[config.mk]
export PLATFORM = sky130hd
export DESIGN_NAME = sensor_register_map_devcfg
export DESIGN_NICKNAME = d
export VERILOG_FILES = /design/src/hdl/dcfg_pkg.sv /design/src/hdl/dcfg_if.sv /design/src/hdl/spi_frame_shifter.sv /design/src/hdl/dcfg_decode.sv /design/src/hdl/sensor_register_map_devcfg.sv
export SDC_FILE = /design/constraint.sdc
export NUM_CORES = 1
export LEC_CHECK = 0
export ABC_AREA = 0
export BUFFER_PORTS_ARGS = -buffer_cell sky130_fd_sc_hd__buf_2
export CAP_MARGIN = 10
export CORE_ASPECT_RATIO = 0.6
export CORE_UTILIZATION = 40
export DETAILED_ROUTE_END_ITERATION = 8
export PLACE_DENSITY = 0.66
export SLEW_MARGIN = 20
export SYNTH_ARGS = -nofsm -noshare
export SYNTH_HDL_FRONTEND = slang
export SYNTH_HIERARCHICAL = 1
export SYNTH_SLANG_ARGS = --single-unit
[constraint.sdc]
create_clock -name clk_in -period 3.5 [get_ports clk_in]
set_input_delay 0.175 -clock clk_in [delete_from_list [all_inputs] [get_ports clk_in]]
set_output_delay 0.175 -clock clk_in [all_outputs]
set_load 0.05 [all_outputs]
[src/hdl/dcfg_pkg.sv]
// Constants and types of the sensor register bank.
// Assumes a 16-bit register map reached through 32-bit serial frames.
package dcfg_pkg;
  localparam int WORD_W    = 16;
  localparam int REG_COUNT = 21;
  localparam int RO_COUNT  = 10;
  localparam logic [6:0] LAST_OFS = 7'h14;
  localparam logic [6:0]
    DEVICE_OPERATION_CONTROL_OFS = 7'h00, SENSOR_CHANNEL_SETUP_OFS = 7'h01,
    SYSTEM_SETUP_OFS = 7'h02, ALERT_PIN_SETUP_OFS = 7'h03, X_LIMIT_SETUP_OFS = 7'h04,
    Y_LIMIT_SETUP_OFS = 7'h05, Z_LIMIT_SETUP_OFS = 7'h06, TEMP_LIMIT_SETUP_OFS = 7'h07,
    CONVERSION_FLAGS_OFS = 7'h08, X_FIELD_VALUE_OFS = 7'h09, Y_FIELD_VALUE_OFS = 7'h0A,
    Z_FIELD_VALUE_OFS = 7'h0B, TEMPERATURE_VALUE_OFS = 7'h0C, FRONTEND_FLAGS_OFS = 7'h0D,
    SYSTEM_FLAGS_OFS = 7'h0E, TEST_SETUP_OFS = 7'h0F, OSCILLATOR_CHECK_OFS = 7'h10,
    GAIN_CORRECTION_SETUP_OFS = 7'h11, OFFSET_CORRECTION_SETUP_OFS = 7'h12,
    ANGLE_VALUE_OFS = 7'h13, FIELD_MAGNITUDE_VALUE_OFS = 7'h14;
  // One bit per offset: set where software may write
  localparam logic [20:0] WRITABLE_MASK = 21'h0680FF;
  // Slot of each read-only offset within the core word bundle
  localparam int RO_SLOT [REG_COUNT] = '{0, 0, 0, 0, 0, 0, 0, 0, 0, 1, 2,
                                         3, 4, 5, 6, 0, 7, 0, 0, 8, 9};
  localparam logic [5:0] ADDR_LAST_BIT = 6'h07;
  localparam logic [5:0] FRAME_LEN     = 6'h20;
  localparam logic [5:0] COUNT_MAX     = 6'h3F;
  localparam logic [15:0] DEVCFG_RESET  = 16'h0000;
  localparam logic [15:0] DEVCFG_WMASK  = 16'h737E;
  localparam logic [15:0] AVG_FIELD     = 16'h7000;
  localparam logic [15:0] OP_FIELD      = 16'h0070;
  localparam int AVG_LSB = 12, DRIFT_LSB = 8, OP_LSB = 4;
  localparam int TEMP_ON_BIT = 3, TEMP_RATE_BIT = 2, TEMP_LIMIT_BIT = 1;
  localparam logic [2:0] AVG_MAX_CODE = 3'h5;
  localparam logic [2:0] OP_UNUSED    = 3'h7;
  // Magnet drift in hundredths of a percent per degree C
  localparam logic [4:0] COEF_NONE = 5'h00, COEF_NDFEB = 5'h0C;
  localparam logic [4:0] COEF_SMCO = 5'h03, COEF_CERAMIC = 5'h14;
  typedef enum logic [2:0] {
    OP_CONFIG = 3'h0, OP_STANDBY = 3'h1, OP_MEASURE = 3'h2, OP_TRIGGER = 3'h3,
    OP_WAKE_SLEEP = 3'h4, OP_SLEEP = 3'h5, OP_DEEP_SLEEP = 3'h6
  } op_state_t;
  typedef struct packed {
    logic [2:0] avg_code;
    logic [5:0] samples;
    logic [1:0] drift;
    logic [4:0] coef;
    op_state_t  op;
    logic continuous, trigger_on, duty_cycled, sleeping, deep_sleep;
    logic temp_on, temp_once, temp_limit_on;
  } mode_t;
  localparam mode_t MODE_RESET = '{avg_code: 3'h0, samples: 6'h01, drift: 2'h0,
    coef: 5'h00, op: OP_CONFIG, trigger_on: 1'b1, default: 1'b0};
endpackage : dcfg_pkg

[src/hdl/dcfg_if.sv]
// Carrier between the frame shifter, the mode decoder and the bank.
// Assumes all three parties run on the same clock.
`timescale 1ns/1ps
interface dcfg_if;
  logic              frame_start;
  logic              addr_ready;
  logic [6:0]        addr;
  logic              is_read;
  logic [15:0]       rd_word;
  logic              frame_done;
  logic              frame_ok;
  logic              wr_req;
  logic [6:0]        wr_addr;
  logic [15:0]       wr_data;
  logic [15:0]       cfg_word;
  dcfg_pkg::mode_t   mode;
  modport spi (output frame_start, addr_ready, addr, is_read, frame_done,
               output frame_ok, wr_req, wr_addr, wr_data, input rd_word);
  modport core (input frame_start, addr_ready, addr, is_read, frame_done,
                input frame_ok, wr_req, wr_addr, wr_data, mode,
                output rd_word, cfg_word);
  modport dec (input cfg_word, output mode);
endinterface : dcfg_if

[src/hdl/spi_frame_shifter.sv]
// Serial frame engine: pin synchronisers, 32-bit receive and in-frame reply.
// Assumes the bank answers rd_word in the cycle addr_ready is high.
`timescale 1ns/1ps
module spi_frame_shifter (
  input  wire logic clk_in,       // Device clock
  input  wire logic reset_in,     // Synchronous reset, high
  input  wire logic cs_n_in,      // Chip select pin, low active
  input  wire logic sck_in,       // Serial clock pin
  input  wire logic sdi_in,       // Serial data in pin
  output logic      sdo_out,      // Serial data out
  output logic      sdo_oe_n_out, // Low while driving data out
  dcfg_if.spi       bus           // Frame events to the bank
);
  logic [2:0]  cs_sync, sck_sync, sdi_sync;
  logic        cs_f, sck_f;
  logic [5:0]  bit_count;
  logic [31:0] rx_word, tx_word;
  // Select and clock changes taken once the second and third stages agree; data comes from the third stage
  wire next_cs  = (cs_sync[1] == cs_sync[2]) ? cs_sync[2] : cs_f;
  wire next_sck = (sck_sync[1] == sck_sync[2]) ? sck_sync[2] : sck_f;
  wire next_sdi = sdi_sync[2];
  wire sck_rise = ~cs_f & ~sck_f & next_sck;
  wire at_addr  = sck_rise & (bit_count == dcfg_pkg::ADDR_LAST_BIT);
  always_ff @(posedge clk_in) begin
    if (reset_in) begin
      cs_sync <= 3'h7;
      sck_sync <= 3'h0;
      sdi_sync <= 3'h0;
      cs_f <= 1'b1;
      sck_f <= 1'b0;
    end else begin
      cs_sync <= {cs_sync[1:0], cs_n_in};
      sck_sync <= {sck_sync[1:0], sck_in};
      sdi_sync <= {sdi_sync[1:0], sdi_in};
      cs_f <= next_cs;
      sck_f <= next_sck;
    end
  end
  always_ff @(posedge clk_in) begin
    if (reset_in || bus.frame_start) begin
      bit_count <= 6'h00;
      rx_word <= 32'h0000_0000;
      tx_word <= 32'h0000_0000;
    end else if (sck_rise) begin
      rx_word <= {rx_word[30:0], next_sdi};
      bit_count <= (bit_count == dcfg_pkg::COUNT_MAX) ? bit_count : bit_count + 6'h01;
      tx_word <= at_addr ? {bus.rd_word, 16'h0000} : {tx_word[30:0], 1'b0};
    end
  end
  assign sdo_out = tx_word[31];
  assign sdo_oe_n_out = cs_f;
  assign bus.frame_start = cs_f & ~next_cs;
  assign bus.frame_done = ~cs_f & next_cs;
  assign bus.addr_ready = at_addr;
  assign bus.addr = {rx_word[5:0], next_sdi};
  assign bus.is_read = rx_word[6];
  assign bus.frame_ok = (bit_count == dcfg_pkg::FRAME_LEN);
  assign bus.wr_req = ~rx_word[31];
  assign bus.wr_addr = rx_word[30:24];
  assign bus.wr_data = rx_word[23:8];
endmodule : spi_frame_shifter

[src/hdl/dcfg_decode.sv]
// Turns the operation control word into registered mode signals.
// Assumes the word is already cleaned of reserved bits.
`timescale 1ns/1ps
module dcfg_decode (
  input wire logic clk_in,   // Device clock
  input wire logic reset_in, // Synchronous reset, high
  dcfg_if.dec      bus       // Control word in, modes out
);
  dcfg_pkg::mode_t next_mode;
  wire [2:0] avg_raw = bus.cfg_word[dcfg_pkg::AVG_LSB +: 3];
  wire [2:0] op_raw  = bus.cfg_word[dcfg_pkg::OP_LSB +: 3];
  wire [2:0] avg_ok  = (avg_raw > dcfg_pkg::AVG_MAX_CODE) ? 3'h0 : avg_raw;
  always_comb begin
    next_mode = dcfg_pkg::MODE_RESET;
    next_mode.avg_code = avg_ok;
    next_mode.samples = 6'(6'h01 << avg_ok);
    next_mode.drift = bus.cfg_word[dcfg_pkg::DRIFT_LSB +: 2];
    unique case (next_mode.drift)
      2'h0: next_mode.coef = dcfg_pkg::COEF_NONE;
      2'h1: next_mode.coef = dcfg_pkg::COEF_NDFEB;
      2'h2: next_mode.coef = dcfg_pkg::COEF_SMCO;
      2'h3: next_mode.coef = dcfg_pkg::COEF_CERAMIC;
    endcase
    unique case (op_raw)
      dcfg_pkg::OP_STANDBY: next_mode.op = dcfg_pkg::OP_STANDBY;
      dcfg_pkg::OP_MEASURE: next_mode.op = dcfg_pkg::OP_MEASURE;
      dcfg_pkg::OP_TRIGGER: next_mode.op = dcfg_pkg::OP_TRIGGER;
      dcfg_pkg::OP_WAKE_SLEEP: next_mode.op = dcfg_pkg::OP_WAKE_SLEEP;
      dcfg_pkg::OP_SLEEP: next_mode.op = dcfg_pkg::OP_SLEEP;
      dcfg_pkg::OP_DEEP_SLEEP: next_mode.op = dcfg_pkg::OP_DEEP_SLEEP;
      default: next_mode.op = dcfg_pkg::OP_CONFIG;
    endcase
    next_mode.continuous = (next_mode.op == dcfg_pkg::OP_MEASURE);
    next_mode.trigger_on = (next_mode.op == dcfg_pkg::OP_CONFIG) ||
                           (next_mode.op == dcfg_pkg::OP_STANDBY) ||
                           (next_mode.op == dcfg_pkg::OP_TRIGGER);
    next_mode.duty_cycled = (next_mode.op == dcfg_pkg::OP_WAKE_SLEEP);
    next_mode.sleeping = (next_mode.op == dcfg_pkg::OP_SLEEP);
    next_mode.deep_sleep = (next_mode.op == dcfg_pkg::OP_DEEP_SLEEP);
    next_mode.temp_on = bus.cfg_word[dcfg_pkg::TEMP_ON_BIT];
    next_mode.temp_once = bus.cfg_word[dcfg_pkg::TEMP_RATE_BIT];
    next_mode.temp_limit_on = bus.cfg_word[dcfg_pkg::TEMP_LIMIT_BIT];
  end
  always_ff @(posedge clk_in) begin
    if (reset_in) begin
      bus.mode <= dcfg_pkg::MODE_RESET;
    end else begin
      bus.mode <= next_mode;
    end
  end
endmodule : dcfg_decode

[src/hdl/sensor_register_map_devcfg.sv]
// Register bank of a three-axis field sensor, reached over 32-bit frames.
// Assumes the conversion core supplies the read-only words and consumes
// the setup words and decoded operating modes.
`timescale 1ns/1ps
// What this block does
// - Operation control register resets to all zero.
// - Averaging codes 0h to 5h select 1x to 32x sampling.
// - Averaging codes 6h and 7h act as code 0h.
// - Drift field selects none, 0.12, 0.03 or 0.2 %/deg C compensation.
// - Operating state codes select configuration, standby, trigger, duty-cycled, sleep.
// - State code 2h converts continuously without trigger.
// - Deep sleep state 6h is left when chip select is asserted.
// - State code 7h falls back to configuration.
// - Bit 3 includes the temperature channel in conversions.
// - Bit 2 converts temperature once per set instead of averaged.
// - Bit 1 turns the temperature limit check on.
// - A read frame returns the addressed word within the same frame.
module sensor_register_map_devcfg (
  input  wire logic          clk_in,                  // Device clock, 125 MHz
  input  wire logic          reset_in,                // Synchronous reset, high
  input  wire logic          cs_n_in,                 // Chip select pin, low active
  input  wire logic          sck_in,                  // Serial clock pin
  input  wire logic          sdi_in,                  // Serial data in pin
  output logic               sdo_out,                 // Serial data out
  output logic               sdo_oe_n_out,            // Low while data out is driven
  input  wire logic [159:0]  core_words_in,           // Read-only words, slot order
  output logic      [335:0]  setup_words_out,         // Stored words by offset
  output logic      [2:0]    averaging_factor_out,    // Effective averaging code
  output logic      [5:0]    averaging_samples_out,   // Samples per result
  output logic      [1:0]    magnet_drift_comp_out,   // Drift compensation code
  output logic      [4:0]    drift_coef_out,          // Drift in 0.01 %/deg C
  output logic      [2:0]    operating_state_out,     // Effective operating state
  output logic               convert_continuous_out,  // Free-running conversions
  output logic               trigger_enabled_out,     // Trigger input honoured
  output logic               duty_cycled_out,         // Wake-up and sleep cycling
  output logic               sleep_out,               // Sleep state
  output logic               deep_sleep_out,          // Deep sleep state
  output logic               temp_channel_on_out,     // Temperature acquired
  output logic               temp_once_per_set_out,   // Temperature once per set
  output logic               temp_limit_check_on_out  // Temperature limit check
);
  dcfg_if link ();

  spi_frame_shifter u_shifter (
    .clk_in       (clk_in),
    .reset_in     (reset_in),
    .cs_n_in      (cs_n_in),
    .sck_in       (sck_in),
    .sdi_in       (sdi_in),
    .sdo_out      (sdo_out),
    .sdo_oe_n_out (sdo_oe_n_out),
    .bus          (link)
  );

  dcfg_decode u_decode (
    .clk_in   (clk_in),
    .reset_in (reset_in),
    .bus      (link)
  );

  logic [15:0] mem  [dcfg_pkg::REG_COUNT];
  logic [15:0] view [dcfg_pkg::REG_COUNT];
  logic [15:0] next_devcfg;

  wire [15:0] devcfg = mem[0];
  wire [2:0]  devcfg_op = devcfg[dcfg_pkg::OP_LSB +: 3];

  // Read-only offsets show the core, writable ones their stored word
  genvar gi;
  generate
    for (gi = 0; gi < dcfg_pkg::REG_COUNT; gi = gi + 1) begin : g_map
      if (dcfg_pkg::WRITABLE_MASK[gi]) begin : g_rw
        assign view[gi] = mem[gi];
      end else begin : g_ro
        assign view[gi] = core_words_in[dcfg_pkg::RO_SLOT[gi] * 16 +: 16];
      end
      assign setup_words_out[gi * 16 +: 16] = mem[gi];
    end
  endgenerate

  // Read side: word is captured as the eighth frame bit arrives
  wire        rd_mapped = (link.addr <= dcfg_pkg::LAST_OFS);
  wire [15:0] rd_pick   = rd_mapped ? view[link.addr[4:0]] : 16'h0000;
  assign link.rd_word = link.is_read ? rd_pick : 16'h0000;

  // Write side: only whole 32-bit frames to writable offsets take effect
  wire wr_mapped = (link.wr_addr <= dcfg_pkg::LAST_OFS);
  wire wr_take   = link.frame_done & link.frame_ok & link.wr_req & wr_mapped &
                   dcfg_pkg::WRITABLE_MASK[link.wr_addr[4:0]];
  wire wr_devcfg = wr_take & (link.wr_addr == dcfg_pkg::DEVICE_OPERATION_CONTROL_OFS);
  wire wr_other  = wr_take & ~wr_devcfg;

  wire [15:0] wr_masked = link.wr_data & dcfg_pkg::DEVCFG_WMASK;
  wire        avg_bad   = wr_masked[dcfg_pkg::AVG_LSB +: 3] > dcfg_pkg::AVG_MAX_CODE;
  wire        op_bad    = wr_masked[dcfg_pkg::OP_LSB +: 3] == dcfg_pkg::OP_UNUSED;
  wire [15:0] avg_clear = avg_bad ? dcfg_pkg::AVG_FIELD : 16'h0000;
  wire [15:0] op_clear  = op_bad ? dcfg_pkg::OP_FIELD : 16'h0000;
  // Unused codes are stored as zero so reads agree with behaviour
  wire [15:0] wr_clean  = wr_masked & ~avg_clear & ~op_clear;

  // Chip select assertion ends deep sleep; state returns to configuration
  wire deep_wake = link.frame_start & (devcfg_op == dcfg_pkg::OP_DEEP_SLEEP);

  always_comb begin
    next_devcfg = devcfg;
    if (wr_devcfg) begin
      next_devcfg = wr_clean;
    end else if (deep_wake) begin
      next_devcfg = devcfg & ~dcfg_pkg::OP_FIELD;
    end
  end

  always_ff @(posedge clk_in) begin
    if (reset_in) begin
      for (int i = 1; i < dcfg_pkg::REG_COUNT; i++) begin
        mem[i] <= 16'h0000;
      end
      mem[0] <= dcfg_pkg::DEVCFG_RESET;
    end else begin
      mem[0] <= next_devcfg;
      if (wr_other) begin
        mem[link.wr_addr[4:0]] <= link.wr_data;
      end
    end
  end

  assign link.cfg_word = devcfg;

  // Decoded modes leave the decoder flops one cycle after the word
  assign averaging_factor_out    = link.mode.avg_code;
  assign averaging_samples_out   = link.mode.samples;
  assign magnet_drift_comp_out   = link.mode.drift;
  assign drift_coef_out          = link.mode.coef;
  assign operating_state_out     = link.mode.op;
  assign convert_continuous_out  = link.mode.continuous;
  assign trigger_enabled_out     = link.mode.trigger_on;
  assign duty_cycled_out         = link.mode.duty_cycled;
  assign sleep_out               = link.mode.sleeping;
  assign deep_sleep_out          = link.mode.deep_sleep;
  assign temp_channel_on_out     = link.mode.temp_on;
  assign temp_once_per_set_out   = link.mode.temp_once;
  assign temp_limit_check_on_out = link.mode.temp_limit_on;

  wire [2:0] wr_avg = link.wr_data[dcfg_pkg::AVG_LSB +: 3];
  wire [2:0] wr_op  = link.wr_data[dcfg_pkg::OP_LSB +: 3];
  // Stored averaging code; a fixed table below checks each count
  wire [2:0] avg_now = devcfg[dcfg_pkg::AVG_LSB +: 3];
endmodule : sensor_register_map_devcfg

==> results.md, run 1 <==
- Maximum frequency from static timing analysis: 333 MHz
- Maximum number of pins on one net before global-route repair: 70
- Net Sw Power: 3.33 mW
- Num CTS Buffers: 41
- Hold Fails Final Rpt: 0
- Sequential power share: 49.1%
- Period utilisation layout: 85.8%
- YS warnings: 6
- Max Clock Skew: 0.0222 ns
- Detailed-route vias per instance: 5.40
- Max-slew headroom: 35.5%
- Number of levels the H-tree was split into: 2
- Maximum ir drop on the vdd rail: 318 uV
- Mapped cell area: 18500 sq um
- Unrepaired setup endpoints after global routing: no
- Horizontal extent of the die: 280 microns
- Ports: 530
- Area of the multi-input gates: 6080 sq um
- Worst skew pair latency: 0.55 ns
- Via count of the first global-routing pass: 13600
- Worst Max-Slew Pin Slew: 0.943 ns
- Die Height: 169 microns
- Worst Hold Path Cells: 5
- Antenna Nets Post-Route: 0
- Count of nets after finishing: 2139
- Mean routed wirelength per cell: 24.7 microns
- Arrival time of data at the critical path endpoint: 3.43 ns
- Mapped Avg Cell Area: 13.3 sq um
- Max Cap Violations: 0
- Areal power density over the cells: 510 nW/um^2
- Critical path cell sequence: mux4_2 > nor2b_1 > a2111oi_0 > buf_4 > nor4_1 > nand3_1 > a31oi_1
- Post_cts resized: 0
- Critical path class: reg -> reg
- Shortest clock period the worst path allows after layout: 3.00 ns
- Slowest library cell on the worst path: a2111oi_0
- Buffer levels on the longest clock path: 3
- Final wirelength: 64700 microns
- Min-delay worst type: in -> reg
- HPWL reported at the end of detailed placement: 47400 microns
- Input/output buffers: 529
- Antenna violations before repair: 1
- Setup slack after placement: 0.491 ns
- Clock tree sinks: 427
- Req. time, crit path: 3.93 ns
- Final setup viols: 0
- Critical-path maximum fanout: 36
- Global-route usage over all layers: 26.6%
- Gate count after technology mapping: 1392
- Filler Cell Count: 4021
- Outcome: completed
- Clock slew at reported path FFs: 0.07 ns
- Total core area: 45300 sq um
- First-pass iteration count of the detailed router: 6
- Total negative slack: 0 ns
- Cell internal pwr: 8.57 mW
- Total DRC errors in the routed layout: 0
- Slew Viols, Final: 0
- Detailed router's first-iteration violation count: 1642
- Worst Setup Start Kind: flop
- Share of total power in the clock network: 37.8%
- Root Buffer: clkbuf_16
- Vias post-DR: 14200
- Fraction of final layout cells with drive strength greater than 1: 35.8%
- Clock tree from TritonCTS: done
- Depth of the worst register-to-register path: 7
- Worst setup EP type: flop
- Number of setup buffers added after CTS: 0
- Diode insertion count for antenna repair: 0
- Post-route setup slack: 0.496 ns
- Total Die Area: 47300 sq um
- Sw Share: 28.0%
- Pleak: 8.58 nW
- Core Rows: 60
- Initial core utilization: 41.0%
- Global-route congestion overflow total: 0
- Slowest stage delay, CP: 0.84 ns
- Final weighted congestion in routability-driven placement: 0.927
- Proportion of power drawn by combinational gates: 13.2%
- Layout Area Growth over Synthesis: 25.9%
- Total area of sequential cells: 11900 sq um
- First-pass GRT wire length: 91900 microns
flip-flops by register name (all words and copies together), names as in the netlist:
signal                  flops
u_shifter/sck_f             1
mem                       336
u_shifter/sck_sync          3
u_shifter/sdi_sync          3
u_shifter/tx_word          16
u_shifter/cs_sync           3
u_shifter/bit_count         6
u_shifter/sdo_oe_n_out      1
u_shifter/rx_word          32
u_decode/bus.mode          26
critical path: cells and delay by family, from the launching register on:
family / cells / cell delay [ns]
compound gates: 2 / 0.93
buf+inv: 1 / 0.25
flops: 1 / 0.79
mux: 1 / 0.57
simple gates: 3 / 0.29
cell usage in the layout, fill, tap and decap left out, types with 16 or more instances in the layout:
cell and n:
and2_1 25, a31oi_1 16, nor4_1 16, nor3_1 40, clkbuf_16 43, nand2_1 138, nor2_1 203, buf_2 528
conb_1 85, mux4_1 30, o21ai_0 16, a21oi_1 56, nand3_1 25, nor2b_1 31, edfxtp_1 336, buf_4 52
dfxtp_1 88, mux2i_1 32, mux4_2 35
final cells by class:
cell class	instances	share of cell area, %
Sequential cell	427	51.1
Tap cell	620	3.32
Multi-Input combinational cell	895	26.0
Inverter	13	0.209
Clock inverter	19	0.724
Clock buffer	57	5.01
Timing Repair Buffer	590	13.6
stage by stage:
step	util, %	hold WS, ns	power (mW)	area [sq um]	std cells
6_report	51.6	0.0920	11.9	23300	2621
5_1_grt	51.6	0.106	12.2	23300	2621
4_1_cts	51.6	0.0632	12.0	23300	2621
3_5_place_dp	48.5	0.368	7.51	22000	2540
3_3_place_gp	48.5	0.385	7.50	22000	2540
2_1_floorplan	-	0.247	6.99	18900	1476
path summary, 6_finish.rpt:
check                          endpoint  slack, ns            startpoint
hold reg to reg    u_shifter/cs_sync[1]       0.43  u_shifter/cs_sync[0]
setup / recovery  u_shifter/tx_word[30]       0.50  u_shifter/rx_word[0]
setup reg to reg  u_shifter/tx_word[30]       0.50  u_shifter/rx_word[0]
hold / removal    u_shifter/tx_word[23]       0.09    core_words_in[151]
power by group through the flow:
stage | clock network, mW | registers, mW | logic [mW]
global route | 4.76 | 5.86 | 1.62
CTS | 4.56 | 5.84 | 1.57
finish | 4.49 | 5.84 | 1.57
global placement | 0 | 5.94 | 1.55
detailed placement | 0 | 5.95 | 1.56
floorplan | 0 | 6.79 | 0.208
per-layer routing:
metal  share of wire (%)  global-route usage, %  wire length (microns)
met1                  41                   37.2                  26700
met5                   0                      0                      0
met3                  11                   7.69                   6990
met2                  45                   40.3                  29100
met4                 2.9                   7.72                   1890
timing repair:
action / in CTS / in global routing
endpoints found under the setup margin: 0 / 0
hold buffers: 5 / 0
endpoints found under the hold margin: 8 / 0
(Power assumes the default switching activity.)
==> run 2, diff against run 1 <==
- PLACE_DENSITY: 0.66 -> 0.71
==> run 2 against run 1 <==
Compared with the run above:
- power decreased by 2.0%
- global-route usage is 0.23 points higher
- cell count decreased by 0.11%
- non-clock buffer count decreased by 2
- largest power group unchanged
==> results.md, run 2 (synthesis gave the netlist of run 1 again) <==
- Unrepaired setup endpoints after global routing: no
- Total core area: 45300 sq um
- Commonest non-fill, non-tap cells in the layout: buf_2 (528), edfxtp_1 (336), nor2_1 (203)
- Met1 capacity usage during global routing: 37.4%
- Buffer levels on the longest clock path: 3
- GR Util met2: 42.0%
- Post_cts resized: 0
- Root Buffer: clkbuf_16
- Period utilisation layout: 80.5%
- Maximum ir drop on the vdd rail: 273 uV
- Clock slew at reported path FFs: 0.06 ns
- Worst Setup Start Kind: flop
- Antenna Nets Post-Route: 0
- Num CTS Buffers: 39
- Count of nets after finishing: 2135
- Proportion of power drawn by combinational gates: 13.3%
- Most common cell after layout, fill and taps aside: buf_2
- Cell internal pwr: 8.41 mW
- Arrival time of data at the critical path endpoint: 3.05 ns
- Horizontal extent of the die: 280 microns
- Met3 layer usage reported by global route: 5.87%
- HPWL reported at the end of detailed placement: 48000 microns
- Worst Max-Slew Pin Slew: 0.848 ns
- Worst skew pair latency: 0.55 ns
- Vias post-DR: 14300
- Via count of the first global-routing pass: 13800
- First-pass GRT wire length: 92500 microns
- Number of setup buffers added after CTS: 0
- Maximum frequency from static timing analysis: 355 MHz
- Sw Share: 27.9%
- Clock tree from TritonCTS: done
- Total area of sequential cells: 11900 sq um
- Top flop regs: mem x336, u_shifter/rx_word x32, u_decode/bus.mode x26
- Final setup viols: 0
- Share of total power in the clock network: 36.5%
- Final standard cell area without fillers: 23200 sq um
- Areal power density over the cells: 502 nW/um^2
- Mean routed wirelength per cell: 24.9 microns
- Min-delay worst type: in -> reg
- Net Sw Power: 3.26 mW
- Total negative slack: 0 ns
- Outcome: completed
- Input/output buffers: 529
- Final weighted congestion in routability-driven placement: 0.938
- Number of levels the H-tree was split into: 2
- Max-slew headroom: 43.2%
- Max Cap Violations: 0
- Global-route usage over all layers: 26.9%
- Slew Viols, Final: 0
- Detailed-route vias per instance: 5.48
- Shortest clock period the worst path allows after layout: 2.82 ns
- Hold Fails Final Rpt: 0
- Filler Cell Count: 4012
- Pleak: 8.53 nW
- Area of the multi-input gates: 6080 sq um
- Total DRC errors in the routed layout: 0
- Maximum number of pins on one net before global-route repair: 100
- Critical-path maximum fanout: 23
- Die Height: 169 microns
- Total Die Area: 47300 sq um
- First-pass iteration count of the detailed router: 6
- Layer with the highest usage: met2
- Detailed router's first-iteration violation count: 1665
- Placed Area: 21900 sq um
- Sequential power share: 50.2%
- Clock tree sinks: 427
- Final wirelength: 65200 microns
- Fraction of final layout cells with drive strength greater than 1: 35.7%
- Req. time, crit path: 3.74 ns
- Initial core utilization: 41.0%
- Layout Area Growth over Synthesis: 25.3%
- Max Clock Skew: 0.0119 ns
- Max reg flops: 336
- Antenna violations before repair: 2
- Largest reg by FF count: mem
- Global-route congestion overflow total: 0
- Core Rows: 60
- Critical path class: reg -> reg
- Worst setup EP type: flop
- Ports: 530
## run 2: worst max-delay path, stage by stage (launching register included)
cell,delay [ns]
dfxtp_1,0.34
inv_1,0.09
ha_1,0.15
nand2_1,0.05
nor4_1,0.36
nand3_1,0.12
nor2_1,0.12
buf_4,0.20
o2111ai_4,0.30
buf_4,0.35
o21bai_1,0.16
buf_4,0.25
## run 2: area by class of cell
| cell class | count | share of cell area (%) |
|---|---|---|
| inverters | 13 | 0.210 |
| clock inverters | 13 | 0.479 |
| clock buffers | 59 | 4.92 |
| multi-input cells | 895 | 26.2 |
| flip-flops and latches | 427 | 51.3 |
| well taps | 620 | 3.34 |
| repair buffers | 588 | 13.6 |
| diodes | 3 | 0.0323 |
## run 2: worst paths after layout
path | endpoint | slack [ns] | cells after the start | startpoint
worst max-delay path | mem[12][9] | 0.68 | 11 | u_shifter/bit_count[0]
worst min-delay path | u_shifter/sdi_sync[2] | 0.06 | 2 | reset_in
worst max register to register | mem[12][9] | 0.68 | 11 | u_shifter/bit_count[0]
worst min register to register | u_shifter/cs_sync[1] | 0.42 | 1 | u_shifter/cs_sync[0]
## run 2: repair_timing
action                                  CTS  global route
hold endpoints to repair                  3             0
hold buffers                              3             0
endpoints found under the setup margin    0             0
## run 2: through the flow
step	cells	hold slack (ns)	util [%]	worst slack, ns	total power, mW
after floorplan	1476	0.247	-	0.433	6.99
after global placement	2540	0.368	48.5	0.740	7.49
after detailed placement	2540	0.370	48.5	0.710	7.51
after CTS	2615	0.0457	51.3	0.695	11.7
after global routing	2617	0.0679	51.3	0.459	12.0
final	2618	0.0642	51.3	0.684	11.7
## run 2: layer usage
metal,up-vias,part of all wire (%)
li1,6223,-
met1,7076,40
met2,923,46
met3,116,10
met4,0,3.3
met5,-,0
## run 2: power by group through the flow
| stage | logic [mW] | registers, mW | clock network (mW) |
|---|---|---|---|
| global route | 1.60 | 5.87 | 4.52 |
| floorplan | 0.208 | 6.79 | 0 |
| finish | 1.56 | 5.85 | 4.26 |
| global placement | 1.54 | 5.95 | 0 |
| CTS | 1.56 | 5.85 | 4.33 |
| detailed placement | 1.55 | 5.96 | 0 |
